<file path="src/wdp_defines.svh">
/*
  Constants of the watchdog with prescaler: register offsets, field
  positions, reset values and timing counts in base clock cycles.
  Assumes it is included by bare name from the package and the modules.
*/
`ifndef WDP_DEFINES_SVH
`define WDP_DEFINES_SVH

// Register port widths
`define WDP_ADDR_W 16
`define WDP_DATA_W 8

// Register offsets
`define WDP_CLEAR_ADDR 16'hFFFF
`define WDP_CFG_ADDR 16'h001F
`define WDP_PIN_ADDR 16'h001E
`define WDP_CAUSE_ADDR 16'h001D
`define WDP_COUNT_ADDR 16'h001C

// Field positions
`define WDP_CFG_DIS_BIT 0
`define WDP_CFG_STOP_BIT 1
`define WDP_CFG_SHORT_STOP_RECOVERY_SEL_BIT 2
`define WDP_CFG_PSEL_BIT 7
`define WDP_PIN_RESET_PIN_FUNCTION_ENABLE_BIT 0
`define WDP_CAUSE_WD_BIT 0

// Reset values
`define WDP_CFG_RESET 8'h00
`define WDP_PIN_RESET 8'h00

// Counter widths and low prescaler stages kept by a clear
`define WDP_PRE_W 12
`define WDP_CNT_W 6
`define WDP_KEEP_LO 4

// Timing in base clock cycles
`define WDP_LONG_PERIOD 262128
`define WDP_SHORT_PERIOD 8176
`define WDP_RST_PULSE 32
`define WDP_REC_SHORT 32
`define WDP_REC_LONG 4096
`define WDP_POR_DELAY 4096
`define WDP_TIMER_W 13

`endif

</file>
<file path="src/wdp_pkg.sv">
/*
  Types of the watchdog with prescaler: mode enum, bus carrier and the
  packed state of the top module.
  Assumes wdp_defines.svh is on the include path.
*/
`include "wdp_defines.svh"

package wdp_pkg;

  // Stop mode sequencing
  typedef enum logic [1:0] {
    mode_run = 2'b00,
    mode_stopped = 2'b01,
    mode_recover = 2'b10
  } wdp_mode_e;

  // Register port request
  typedef struct packed {
    logic [`WDP_ADDR_W-1:0] addr;
    logic [`WDP_DATA_W-1:0] wdata;
    logic wr;
    logic rd;
  } wdp_bus_s;

  // Whole state of the top module
  typedef struct packed {
    wdp_mode_e mode;
    logic [`WDP_TIMER_W-1:0] rec_cnt;
    logic [`WDP_TIMER_W-1:0] por_cnt;
    logic por_done;
    logic por_fire;
    logic [`WDP_CNT_W-1:0] wcnt;
    logic [`WDP_CNT_W-1:0] hold_cnt;
    logic wd_reset;
    logic pin_drive;
    logic cause;
    logic [`WDP_DATA_W-1:0] cfg;
    logic cfg_written;
    logic [`WDP_DATA_W-1:0] pin_cfg;
    logic pin_written;
    logic [`WDP_DATA_W-1:0] rdata;
    logic stop_illegal;
    logic stop_taken;
    logic cpu_run;
    logic tv_meta;
    logic tv_sync;
  } wdp_state_s;

endpackage

</file>
<file path="src/wdp_prescaler.sv">
/*
  Twelve-stage prescaler of the watchdog: counts base clock ticks and
  gives a carry out of its last stage.
  Assumes tick and clear inputs come from logic on the same clock.
*/
`timescale 1ns/1ps
`include "wdp_defines.svh"

module wdp_prescaler #(
  parameter int PRE_W = `WDP_PRE_W,
  parameter int KEEP_LO = `WDP_KEEP_LO
) (
  // Clock and reset
  input wire logic sys_clk_in,
  input wire logic rstn_in,
  // Control
  input wire logic tick_in,
  input wire logic clear_all_in,
  input wire logic clear_upper_in,
  // Status
  output logic [PRE_W-1:0] count_out,
  output logic carry_out
);

  logic [PRE_W-1:0] count;
  logic [PRE_W-1:0] next_count;

  // Carry leaves the last stage on the tick that wraps the chain
  assign carry_out = tick_in & (&count);
  assign count_out = count;

  // Full clear wins over the upper clear; low stages survive the latter
  always_comb begin
    next_count = count;
    if (clear_all_in) begin
      next_count = '0; // RL7 RL8 RL9
    end else if (clear_upper_in) begin
      next_count = {{(PRE_W-KEEP_LO){1'b0}}, count[KEEP_LO-1:0]}; // RL4
    end else if (tick_in) begin
      next_count = count + 1'b1; // RL1
    end
  end

  // State register
  always_ff @(posedge sys_clk_in) begin
    if (!rstn_in) begin
      count <= '0;
    end else begin
      count <= next_count;
    end
  end

endmodule

</file>
<file path="src/wdp_watchdog.sv">
/*
  Watchdog with prescaler: a six-bit timeout counter behind a twelve-stage
  prescaler, a clear location, two write-once setup registers, stop mode entry
  and recovery timing, reset pin drive and the watchdog cause flag.
  Assumes the system clock is the base oscillator clock, that the register
  master follows a one-cycle strobe protocol with read data one cycle
  later, and that the rest of the chip turns the reset request into the
  device reset and reports other internal resets on internal_reset_in.
*/
`timescale 1ns/1ps
`include "wdp_defines.svh"

// How it works
// RL1: six-bit counter fed by twelve-stage prescaler
// RL2: timeout gives reset after selected period
// RL3: select 1 short 8176, 0 long 262128
// RL4: clear write zeroes counter, prescaler stages 12-5
// RL5: clear location reads reset vector low byte
// RL6: reset drives pin 32 cycles, sets flag
// RL7: stop instruction clears prescaler
// RL8: power-up clears prescaler 4096 cycles later
// RL9: internal reset clears prescaler and counter
// RL10: disable bit 1 stops, 0 runs watchdog
// RL11: never raises an interrupt, only reset
// RL12: monitor mode with test voltage disables
// RL13: keeps counting in wait; software clears it
// RL14: stop mode gates the base clock off
// RL15: break in monitor disables if bit set
// RL16: stop exit waits 32 or 4096 cycles
// RL17: low-voltage reset exit always waits long
// RL18: stop disabled means stop is illegal opcode
// RL19: software clears after reset and around stop
// RL20: counter advances on final carry when enabled
module wdp_watchdog #(
  parameter logic [`WDP_DATA_W-1:0] RESET_VEC_LO = 8'h00,
  parameter int POR_DELAY = `WDP_POR_DELAY,
  parameter int REC_LONG = `WDP_REC_LONG
) (
  // Clock and reset
  input wire logic sys_clk_in,
  input wire logic rstn_in,
  // Register port
  input wire wdp_pkg::wdp_bus_s bus_in,
  output logic [`WDP_DATA_W-1:0] rdata_out,
  // CPU and system events
  input wire logic stop_exec_in,
  input wire logic wait_mode_in,
  input wire logic wake_in,
  input wire logic lvi_reset_in,
  input wire logic internal_reset_in,
  // Monitor and break
  input wire logic monitor_mode_in,
  input wire logic test_voltage_level_in,
  input wire logic break_active_in,
  input wire logic break_watchdog_disable_in,
  // Reset pin, open drain
  input wire logic reset_pin_in,
  output logic reset_pin_out,
  output logic reset_pin_oe_out,
  // Status towards the chip
  output logic wdog_reset_out,
  output logic stop_illegal_out,
  output logic stop_taken_out,
  output logic cpu_clock_run_out
);

  // Last counter value before timeout for a period in base cycles
  function automatic logic [`WDP_CNT_W-1:0] last_count(input int period);
    int carries;
    carries = (period + (1 << `WDP_KEEP_LO)) >> `WDP_PRE_W;
    last_count = `WDP_CNT_W'(carries - 1);
  endfunction

  // Register address match for a one-cycle strobe
  function automatic logic hit(input wdp_pkg::wdp_bus_s b,
                               input logic [`WDP_ADDR_W-1:0] a);
    hit = (b.addr == a);
  endfunction

  localparam logic [`WDP_CNT_W-1:0] LAST_LONG =
    last_count(`WDP_LONG_PERIOD);
  localparam logic [`WDP_CNT_W-1:0] LAST_SHORT =
    last_count(`WDP_SHORT_PERIOD);
  localparam logic [`WDP_TIMER_W-1:0] REC_SHORT_LOAD =
    `WDP_TIMER_W'(`WDP_REC_SHORT - 1);
  localparam logic [`WDP_TIMER_W-1:0] REC_LONG_LOAD =
    `WDP_TIMER_W'(REC_LONG - 1);
  localparam logic [`WDP_TIMER_W-1:0] POR_LAST =
    `WDP_TIMER_W'(POR_DELAY - 1);
  localparam logic [`WDP_CNT_W-1:0] HOLD_LAST =
    `WDP_CNT_W'(`WDP_RST_PULSE - 1);

  wdp_pkg::wdp_state_s st;
  wdp_pkg::wdp_state_s next_st;

  // Prescaler connections
  logic pre_tick;
  logic pre_clear_all;
  logic pre_clear_upper;
  logic pre_carry;
  logic [`WDP_PRE_W-1:0] pre_count;

  // Decoded strobes and enables
  logic clear_wr;
  logic cfg_wr;
  logic pin_wr;
  logic cause_rd;
  logic wd_enabled;
  logic wd_timeout;
  logic stop_ok;
  logic [`WDP_CNT_W-1:0] last_now;

  // Address decoding, one chain per strobe
  always_comb begin
    clear_wr = 1'b0;
    cfg_wr = 1'b0;
    pin_wr = 1'b0;
    cause_rd = 1'b0;
    if (bus_in.wr && hit(bus_in, `WDP_CLEAR_ADDR)) begin
      clear_wr = 1'b1; // RL4
    end else if (bus_in.wr && hit(bus_in, `WDP_CFG_ADDR)) begin
      cfg_wr = !st.cfg_written;
    end else if (bus_in.wr && hit(bus_in, `WDP_PIN_ADDR)) begin
      pin_wr = !st.pin_written;
    end
    if (bus_in.rd && hit(bus_in, `WDP_CAUSE_ADDR)) begin
      cause_rd = 1'b1;
    end
  end

  // Enable of the timeout path. Wait mode is not a term here on purpose:
  // the watchdog keeps running and software must keep clearing it.
  always_comb begin
    wd_enabled = 1'b1;
    if (st.cfg[`WDP_CFG_DIS_BIT]) begin
      wd_enabled = 1'b0; // RL10
    end else if (monitor_mode_in && st.tv_sync) begin
      wd_enabled = 1'b0; // RL12
    end else if (monitor_mode_in && break_active_in &&
                 break_watchdog_disable_in) begin
      wd_enabled = 1'b0; // RL15
    end else if (st.mode != wdp_pkg::mode_run) begin
      wd_enabled = 1'b0; // RL14
    end else if (st.wd_reset) begin
      wd_enabled = 1'b0;
    end
  end

  // Period select picks the terminal count
  assign last_now = st.cfg[`WDP_CFG_PSEL_BIT] ? LAST_SHORT
                                               : LAST_LONG; // RL3
  assign wd_timeout = wd_enabled && pre_carry &&
                      (st.wcnt == last_now) && !clear_wr; // RL2
  assign stop_ok = st.cfg[`WDP_CFG_STOP_BIT];

  // Base clock reaches the prescaler only in run mode, not while stopped or recovering
  assign pre_tick = (st.mode == wdp_pkg::mode_run); // RL14 RL13
  assign pre_clear_all = (stop_exec_in && stop_ok &&
                          st.mode == wdp_pkg::mode_run) // RL7
                         || st.por_fire // RL8
                         || internal_reset_in // RL9
                         || wd_timeout;
  assign pre_clear_upper = clear_wr; // RL4

  wdp_prescaler #(
    .PRE_W(`WDP_PRE_W),
    .KEEP_LO(`WDP_KEEP_LO)
  ) u_prescaler (
    .sys_clk_in(sys_clk_in),
    .rstn_in(rstn_in),
    .tick_in(pre_tick),
    .clear_all_in(pre_clear_all),
    .clear_upper_in(pre_clear_upper),
    .count_out(pre_count),
    .carry_out(pre_carry)
  );

  // Next state of the whole block
  always_comb begin
    next_st = st;
    next_st.stop_illegal = 1'b0;
    next_st.stop_taken = 1'b0;
    next_st.por_fire = 1'b0;

    // Test voltage level arrives from a pin: two flops first
    next_st.tv_meta = test_voltage_level_in;
    next_st.tv_sync = st.tv_meta;

    // Power-up delay, then one clear of the prescaler
    if (!st.por_done) begin
      if (st.por_cnt == POR_LAST) begin
        next_st.por_done = 1'b1;
        next_st.por_fire = 1'b1; // RL8
      end else begin
        next_st.por_cnt = st.por_cnt + 1'b1;
      end
    end

    // Timeout counter; a clear in the same cycle beats the carry
    if (clear_wr || internal_reset_in) begin
      next_st.wcnt = '0; // RL4 RL9
    end else if (wd_timeout) begin
      next_st.wcnt = '0;
    end else if (wd_enabled && pre_carry) begin
      next_st.wcnt = st.wcnt + 1'b1; // RL20 RL1
    end

    // Reset request and reset pin hold, a reset and no interrupt
    if (wd_timeout) begin
      next_st.wd_reset = 1'b1; // RL2 RL11
      next_st.hold_cnt = '0;
      next_st.pin_drive = st.pin_cfg[`WDP_PIN_RESET_PIN_FUNCTION_ENABLE_BIT]; // RL6
      next_st.mode = wdp_pkg::mode_run;
      next_st.cpu_run = 1'b1;
    end else if (st.wd_reset) begin
      if (st.hold_cnt == HOLD_LAST) begin
        next_st.wd_reset = 1'b0; // RL6
        next_st.pin_drive = 1'b0;
      end else begin
        next_st.hold_cnt = st.hold_cnt + 1'b1;
      end
    end

    // Cause flag: a new timeout wins over a clearing read
    if (wd_timeout) begin
      next_st.cause = 1'b1; // RL6
    end else if (cause_rd) begin
      next_st.cause = 1'b0;
    end

    // Stop mode sequencing
    case (st.mode)
      wdp_pkg::mode_run: begin
        if (stop_exec_in && !wd_timeout && !st.wd_reset) begin
          if (stop_ok) begin
            next_st.mode = wdp_pkg::mode_stopped; // RL18
            next_st.stop_taken = 1'b1;
            next_st.cpu_run = 1'b0;
          end else begin
            next_st.stop_illegal = 1'b1; // RL18
          end
        end
      end
      wdp_pkg::mode_stopped: begin
        if (lvi_reset_in) begin
          next_st.mode = wdp_pkg::mode_recover;
          next_st.rec_cnt = REC_LONG_LOAD; // RL17
        end else if (wake_in) begin
          next_st.mode = wdp_pkg::mode_recover;
          next_st.rec_cnt = st.cfg[`WDP_CFG_SHORT_STOP_RECOVERY_SEL_BIT] ?
                            REC_SHORT_LOAD : REC_LONG_LOAD; // RL16
        end
      end
      wdp_pkg::mode_recover: begin
        if (lvi_reset_in) begin
          next_st.rec_cnt = REC_LONG_LOAD; // RL17
        end else if (st.rec_cnt == '0) begin
          next_st.mode = wdp_pkg::mode_run; // RL16
          next_st.cpu_run = 1'b1;
        end else begin
          next_st.rec_cnt = st.rec_cnt - 1'b1;
        end
      end
      default: begin
        next_st.mode = wdp_pkg::mode_run;
        next_st.cpu_run = 1'b1;
      end
    endcase

    // Write-once setup registers
    if (cfg_wr) begin
      next_st.cfg = bus_in.wdata; // RL10 RL3
      next_st.cfg_written = 1'b1;
    end
    if (pin_wr) begin
      next_st.pin_cfg = bus_in.wdata; // RL6
      next_st.pin_written = 1'b1;
    end

    // Read data stands one cycle after the strobe, zero otherwise
    next_st.rdata = '0;
    if (bus_in.rd) begin
      if (hit(bus_in, `WDP_CLEAR_ADDR)) begin
        next_st.rdata = RESET_VEC_LO; // RL5
      end else if (hit(bus_in, `WDP_CFG_ADDR)) begin
        next_st.rdata = st.cfg;
      end else if (hit(bus_in, `WDP_PIN_ADDR)) begin
        next_st.rdata = st.pin_cfg;
      end else if (hit(bus_in, `WDP_CAUSE_ADDR)) begin
        next_st.rdata = `WDP_DATA_W'(st.cause) << `WDP_CAUSE_WD_BIT;
      end else if (hit(bus_in, `WDP_COUNT_ADDR)) begin
        next_st.rdata = `WDP_DATA_W'(st.wcnt);
      end else begin
        next_st.rdata = '0;
      end
    end
  end

  // State register; setup values keep their documented reset values
  always_ff @(posedge sys_clk_in) begin
    if (!rstn_in) begin
      st <= '0;
      st.mode <= wdp_pkg::mode_run;
      st.cfg <= `WDP_CFG_RESET;
      st.pin_cfg <= `WDP_PIN_RESET;
      st.cpu_run <= 1'b1;
    end else begin
      st <= next_st;
    end
  end

  // Outputs straight from the state register, except the constant low pin level
  assign rdata_out = st.rdata;
  assign wdog_reset_out = st.wd_reset;
  assign reset_pin_out = 1'b0;
  assign reset_pin_oe_out = st.pin_drive; // RL6
  assign stop_illegal_out = st.stop_illegal;
  assign stop_taken_out = st.stop_taken;
  assign cpu_clock_run_out = st.cpu_run;

endmodule

</file>
<file path="config.mk">
export PLATFORM = sky130hd
export DESIGN_NAME = wdp_watchdog
export DESIGN_NICKNAME = d
export VERILOG_FILES = /design/src/wdp_pkg.sv /design/src/wdp_prescaler.sv /design/src/wdp_watchdog.sv
export VERILOG_INCLUDE_DIRS = /design/src /design/src/src
export SDC_FILE = /design/constraint.sdc
export NUM_CORES = 1
export LEC_CHECK = 0
export ABC_CLOCK_PERIOD_IN_PS = 8800
export BUFFER_PORTS_ARGS = -buffer_cell sky130_fd_sc_hd__clkbuf_2
export CORE_MARGIN = 5
export CORE_UTILIZATION = 55
export CTS_BUF_LIST = sky130_fd_sc_hd__clkbuf_4
export DETAILED_ROUTE_END_ITERATION = 10
export GPL_TIMING_DRIVEN = 0
export PLACE_DENSITY = 0.72
export SYNTH_ARGS = -nofsm -noshare
export SYNTH_HDL_FRONTEND = slang
export SYNTH_HIERARCHICAL = 1
export SYNTH_SLANG_ARGS = --single-unit
</file>
<file path="constraint.sdc">
create_clock -name sys_clk_in -period 8.8 [get_ports sys_clk_in]
set_clock_uncertainty 0.15 [all_clocks]
set_input_delay 0.44 -clock sys_clk_in [delete_from_list [all_inputs] [get_ports sys_clk_in]]
set_output_delay 0.44 -clock sys_clk_in [all_outputs]
set_load 0.005 [all_outputs]
</file>
== Yosys cells after proc, flatten, opt, wreduce, memory -nomap -nowiden ==
Cells that the tools add are included.

* Register bits after elaboration: 88
* Input port bits: 38
* Output and inout bits: 14
* Logic and storage cells: 132

* Add/subtract/negate cells: 5
* Equality and inequality tests: 12
* Multiplexer cells: 43
* Bitwise operators: 7
* Reductions and logical operators: 43

{| class="wikitable"
|+ Operators by type and width
! kind !! number
|-
| $eq 16x5->1 const B || 4
|-
| $mux 15 || 2
|-
| $mux 13 || 2
|-
| $pmux 13 s2 || 1
|-
| $mux 2 || 11
|-
| $mux 1 || 19
|-
| $mux 6 || 3
|-
| $eq 16x16->1 const B || 1
|-
| $mux 8 || 2
|-
| $logic_and 1x1->1 || 14
|-
| $add 13x1->13 const B || 1
|-
| $eq 13x12->1 const B || 1
|-
| $logic_not 13->1 || 1
|-
| $sub 13x1->13 const B || 1
|-
| $add 12x1->12 const B || 1
|-
| $add 6x1->6 const B || 2
|-
| $mux 12 || 1
|-
| $reduce_and 12->1 || 1
|-
| $reduce_bool 2->1 || 5
|-
| $reduce_or 3->1 || 3
|-
| $reduce_and 2->1 || 4
|-
| $eq 6x5->1 const B || 1
|-
| $eq 6x6->1 || 1
|-
| $ne 3x3->1 const B || 2
|-
| other kinds (11) || 26
|}

== Logic depth before layout (Yosys ltp) ==
* Depth after elaboration: 13
* Gate-level depth with buffers: 12
* Gate-level depth less buffers: 11

== By module ==
Netlist, hierarchy kept.

{| class="wikitable"
|+ By module, submodules not included
! module !! instances !! cells an instance !! area each (µm²) !! seq. area each (µm²)
|-
| wdp_watchdog || 1 || 432 || 3799.9 || 1521.5
|-
| wdp_prescaler || 1 || 63 || 579.3 || 240.2
|}

== Least setup slack after synthesis ==
OpenSTA, ideal clock, no wires.

* Kind: reg2reg
* Start point: register st[75] (netlist bit)
* End point: register u_prescaler.count[11], in the netlist u_prescaler/count_out[11]
* Setup time: 116 ps
* Arrival: 3119 ps
* Required time: 8534 ps
* Slack: 5415 ps
* Stages on the path, launching flop included: 13
* Buffers on the path: 1
* Period minus slack after synthesis: 3385 ps
* Path through: dfxtp_1 -> nor2_1 -> nand4_1 -> nor4_1 -> or4b_2 -> a211oi_4 -> o2111a_1 -> nand2b_1 -> nand2b_4 -> or2_0 -> buf_2 -> nor2_1 -> a31o_2

* Elaborated cells between the ends (all ways): 15
* Classes of those cells: mux: 4; bitwise: 1; reduce/logical: 10

{| class="wikitable"
|+ RTL lines
! element !! line !! text
|-
| from (decl) || wdp_watchdog.sv:93 || <nowiki>wdp_pkg::wdp_state_s st;</nowiki>
|-
| from (signal assigned) || wdp_watchdog.sv:308 || <nowiki>st <= next_st;</nowiki>
|-
| $logic_not 2->1 || wdp_watchdog.sv:157 || <nowiki>assign pre_tick = (st.mode == wdp_pkg::mode_run);</nowiki>
|-
| via pre_tick || wdp_watchdog.sv:97 || <nowiki>logic pre_tick;</nowiki>
|-
| $and 1x1->1 || wdp_prescaler.sv:29 || <nowiki>assign carry_out = tick_in & (&count);</nowiki>
|-
| via pre_carry || wdp_watchdog.sv:100 || <nowiki>logic pre_carry;</nowiki>
|-
| $logic_and 1x1->1 (2 in a row) || wdp_watchdog.sv:152 || <nowiki>assign wd_timeout = wd_enabled && pre_carry &&</nowiki>
|-
| $logic_and 1x1->1 || wdp_watchdog.sv:153 || <nowiki>(st.wcnt == last_now) && !clear_wr;</nowiki>
|-
| $logic_or 1x1->1 || wdp_watchdog.sv:162 || <nowiki>|| wd_timeout;</nowiki>
|-
| via pre_clear_all || wdp_watchdog.sv:98 || <nowiki>logic pre_clear_all;</nowiki>
|-
| $reduce_or 3->1 (no line) || - ||
|-
| to (signal assigned) || wdp_prescaler.sv:49 || <nowiki>count <= next_count;</nowiki>
|-
| to (decl) || wdp_prescaler.sv:25 || <nowiki>logic [PRE_W-1:0] count;</nowiki>
|}

The timed path passes the listed nets, and every way through them passes these cells.
A chain may end at the register's enable or synchronous reset.

== Final worst setup path ==
Ends and elaborated chain as after synthesis.

==> flow_summary.toml <==
[status]
status = "completed"

[setup_path]
end_kind = "register"
worst_path_largest_cell_delay_ns = 0.74
rr_startpoint = "st[75]$_SDFF_PN0_"
reg2reg_depth = 12
crit_path_top_delay_cell = "or4b_2"
required_ns = 9.01
path_delay_family = "simple AND/OR/NAND/NOR gates"
r2r-end = "u_prescaler/count_out[11]$_SDFFE_PP0P_"
path_cells = "nor2_1 > nand4_1 > nor4_1 > or4b_2 > a211oi_4 > o2111a_1 > nand2b_1 > nand2b_4 > or2_0 > buf_2 > nor2_1 > a31o_2"
crit_arrival_ns = 4.26
crit_fanout = 9
setup.worst_path.start_class = "register"
crit_top_cell = "nor2_1"
r2r_setup_slack_ns = 4.75
critPathBufInv = 1
crit_type = "register to register"

[final_layout]
final_common_cell = "dfxtp_1"
finalNetCount = 595
layout_common_cells = "dfxtp_1 (88), clkbuf_2 (47), a21oi_1 (35), nor2_1 (29), nand2_1 (23)"
layout-drive-gt1-share_pct = 17.4
area_growth_syn_to_layout_pct = 11.3
fillers = 689
finalNonFillerCells = 659
antenna_cells = 0
final_area_um2 = 4870

[synth]
synth_edf_count = 0
seq_area_frac_synth_pct = 40.2
yosysUniqueCellTypes = 69
synthXorXnorAreaFrac_pct = 3.80
synthMuxAreaShare_pct = 2.80
synth_fa_ha_area_share_pct = 1.43
synth_top_family_by_area = "simple AND/OR/NAND/NOR gates"
synth_compound_area_share_pct = 21.2
ys_async_sr_fraction_pct = 0
avgSynthCellArea_um2 = 8.85
yosys_warnings = 6
synth-simple-area-share_pct = 25.5
ys_ff_latch = 88
synth_ff_type = "dfxtp_1"
synth_nets = 538
synthCells = 495
syn_area_um2 = 4380

[clock_network]
ctsHtreeMaxLevel = 3
clock_sinks = 88
clockRootBuffer = "clkbuf_4"
post-cts-setup-buffers = 0
cts_resized = 0
numCtsBuffers = 9
path_clk_slew_ns = 0.16
cts_tree = "yes"
clock_latency_ns = 0.46
cts_hold_buf = 0
clockBufferDepth = 2

[floorplan]
die_h_um = 99.2
rows = 32
start_util_pct = 56.7
die_w_um = 99.2
core-area_um2 = 7730
die_area_um2 = 9850
ios = 52

[grt]
grt_pass1_wl_mm = 18.2
grtUsageTotal_pct = 22.5
antenna_found_initial = 0
overflow = 0
grt_pass1_vias = 3781
grt_max_degree = 19

[detailed_routing]
drt_wl_total_mm = 11.0
drc_errors = 0
dr.pass1.iters = 4
drtIter0Drc = 191
wl_per_cell_um = 16.7
vias = 4088
vias_per_cell = 6.20
ant_nets = 0

[run]
max-cap-violations = 0

[power]
pwr-share-seq_pct = 60.0
p_switching_mw = 0.190
pwr_density_cell_nw_per_um2 = 138
max-vdd-ir-drop_uv = 76.6
p_int_mw = 0.483
swShare_pct = 28.3
p_total_mw = 0.673
p_leak_nw = 1.76
clock_power_share_pct = 34.1
combPwrFrac_pct = 5.9

[placement]
placed_cell_area_um2 = 4740
gp_congestion = 0.858
placement.io_buffers = 46
dp_hpwl_mm = 7.89
numPlacedInstances = 643

[sta]
hold_viol = 0
finalSetupViolCount = 0
rsz0062_at_grt = "no"
min_period_ns = 4.05
max_slew.worst_pin.slew_ns = 1.38
whs_ns = 0.0362
tns_ns = 0
fmaxAchievable_mhz = 247
period_share_pct = 46.0
slew_viol_final = 0
relSlewSlack_pct = 7.36

[worst_hold_path]
hold_path.class = "input port to register"
hold_depth = 2
min_to = "next_st[0]$_SDFF_PN0_"
min_from = "test_voltage_level_in"
==> cell type report <==
type                       instances  area [µm²]  area share, %
clock buffer                       9        67.6           1.39
timing repair buffer              46         230           4.72
sequential                        88        1760           36.1
inverter                          11        41.3          0.847
clock inverter                     7        70.1           1.44
multi-input combinational        361        2400           49.2
tap                              102         128           2.62
buffer                            35         176           3.62
==> through the flow <==
step,utilization (%),setup slack [ns]
after floorplan,-,5.41
after global placement,61.3,4.81
after detailed placement,61.3,4.75
after CTS,63.1,4.75
after global routing,63.1,4.44
final,63.1,4.75
==> cell families (layout without fill, tap and decap cells) <==
family                     after synthesis  in the layout
adders and majority gates                5              5
buffers and inverters                   46            108
AOI/OAI and AO/OA                      134            134
muxes                                   12             12
DFF                                     88             88
xor gates and xnor gates                19             19
and+or+nand+nor                        190            190
other                                    1              1
==> power groups by stage <==
stage	sequential, mW	clock (mW)	combinational [mW]
floorplan	0.412	0	0.0207
global placement	0.412	0	0.0380
detailed placement	0.412	0	0.0390
CTS	0.404	0.232	0.0392
global route	0.405	0.250	0.0436
finish	0.404	0.230	0.0395
==> worst max-delay path by stage <==
stage                                 start                                      to  slack [ns]  depth (start not counted)
after global routing      st[74]$_SDFF_PN0_  u_prescaler/count_out[11]$_SDFFE_PP0P_        4.44                         12
final                     st[75]$_SDFF_PN0_  u_prescaler/count_out[11]$_SDFFE_PP0P_        4.75                         12
after detailed placement  st[75]$_SDFF_PN0_  u_prescaler/count_out[11]$_SDFFE_PP0P_        4.75                         12
after floorplan           st[75]$_SDFF_PN0_  u_prescaler/count_out[11]$_SDFFE_PP0P_        5.41                         12
after CTS                 st[75]$_SDFF_PN0_  u_prescaler/count_out[11]$_SDFFE_PP0P_        4.75                         12
after global placement    st[75]$_SDFF_PN0_  u_prescaler/count_out[11]$_SDFFE_PP0P_        4.81                         12
==> metal layers <==
| metal | up-vias | routed length [µm] | track usage, % |
|---|---|---|---|
| li1 | 1991 | - | - |
| met1 | 1933 | 4850 | 29.6 |
| met5 | - | 0 | 0 |
| met4 | 0 | 239 | 8.82 |
| met3 | 22 | 688 | 4.49 |
| met2 | 142 | 5200 | 36.4 |
==> state kept, by name, summed over array words and instances, names as in the netlist <==
| signal | flops |
|---|---|
| cpu_clock_run_out | 1 |
| next_st | 1 |
| rdata_out | 8 |
| reset_pin_oe_out | 1 |
| st | 62 |
| stop_illegal_out | 1 |
| stop_taken_out | 1 |
| u_prescaler/count_out | 12 |
| wdog_reset_out | 1 |
==> synth_stat cells (9+ instances only) <==
library cell	count	share of area, %
o21ai_0	21	2.4
nand4_1	21	3.0
clkbuf_1	18	1.5
nand2_1	23	2.0
o31ai_1	20	3.4
nor3_1	20	2.3
dfxtp_1	88	40
xnor2_1	10	2.0
nor4_1	10	1.4
or4_1	14	2.4
mux2i_1	10	2.3
inv_1	11	0.94
buf_4	10	1.7
nor2_1	29	2.5
xor2_1	9	1.8
a21oi_1	35	4.0
nand3_1	21	2.4
No activity file was read; power rests on OpenSTA's default activity.
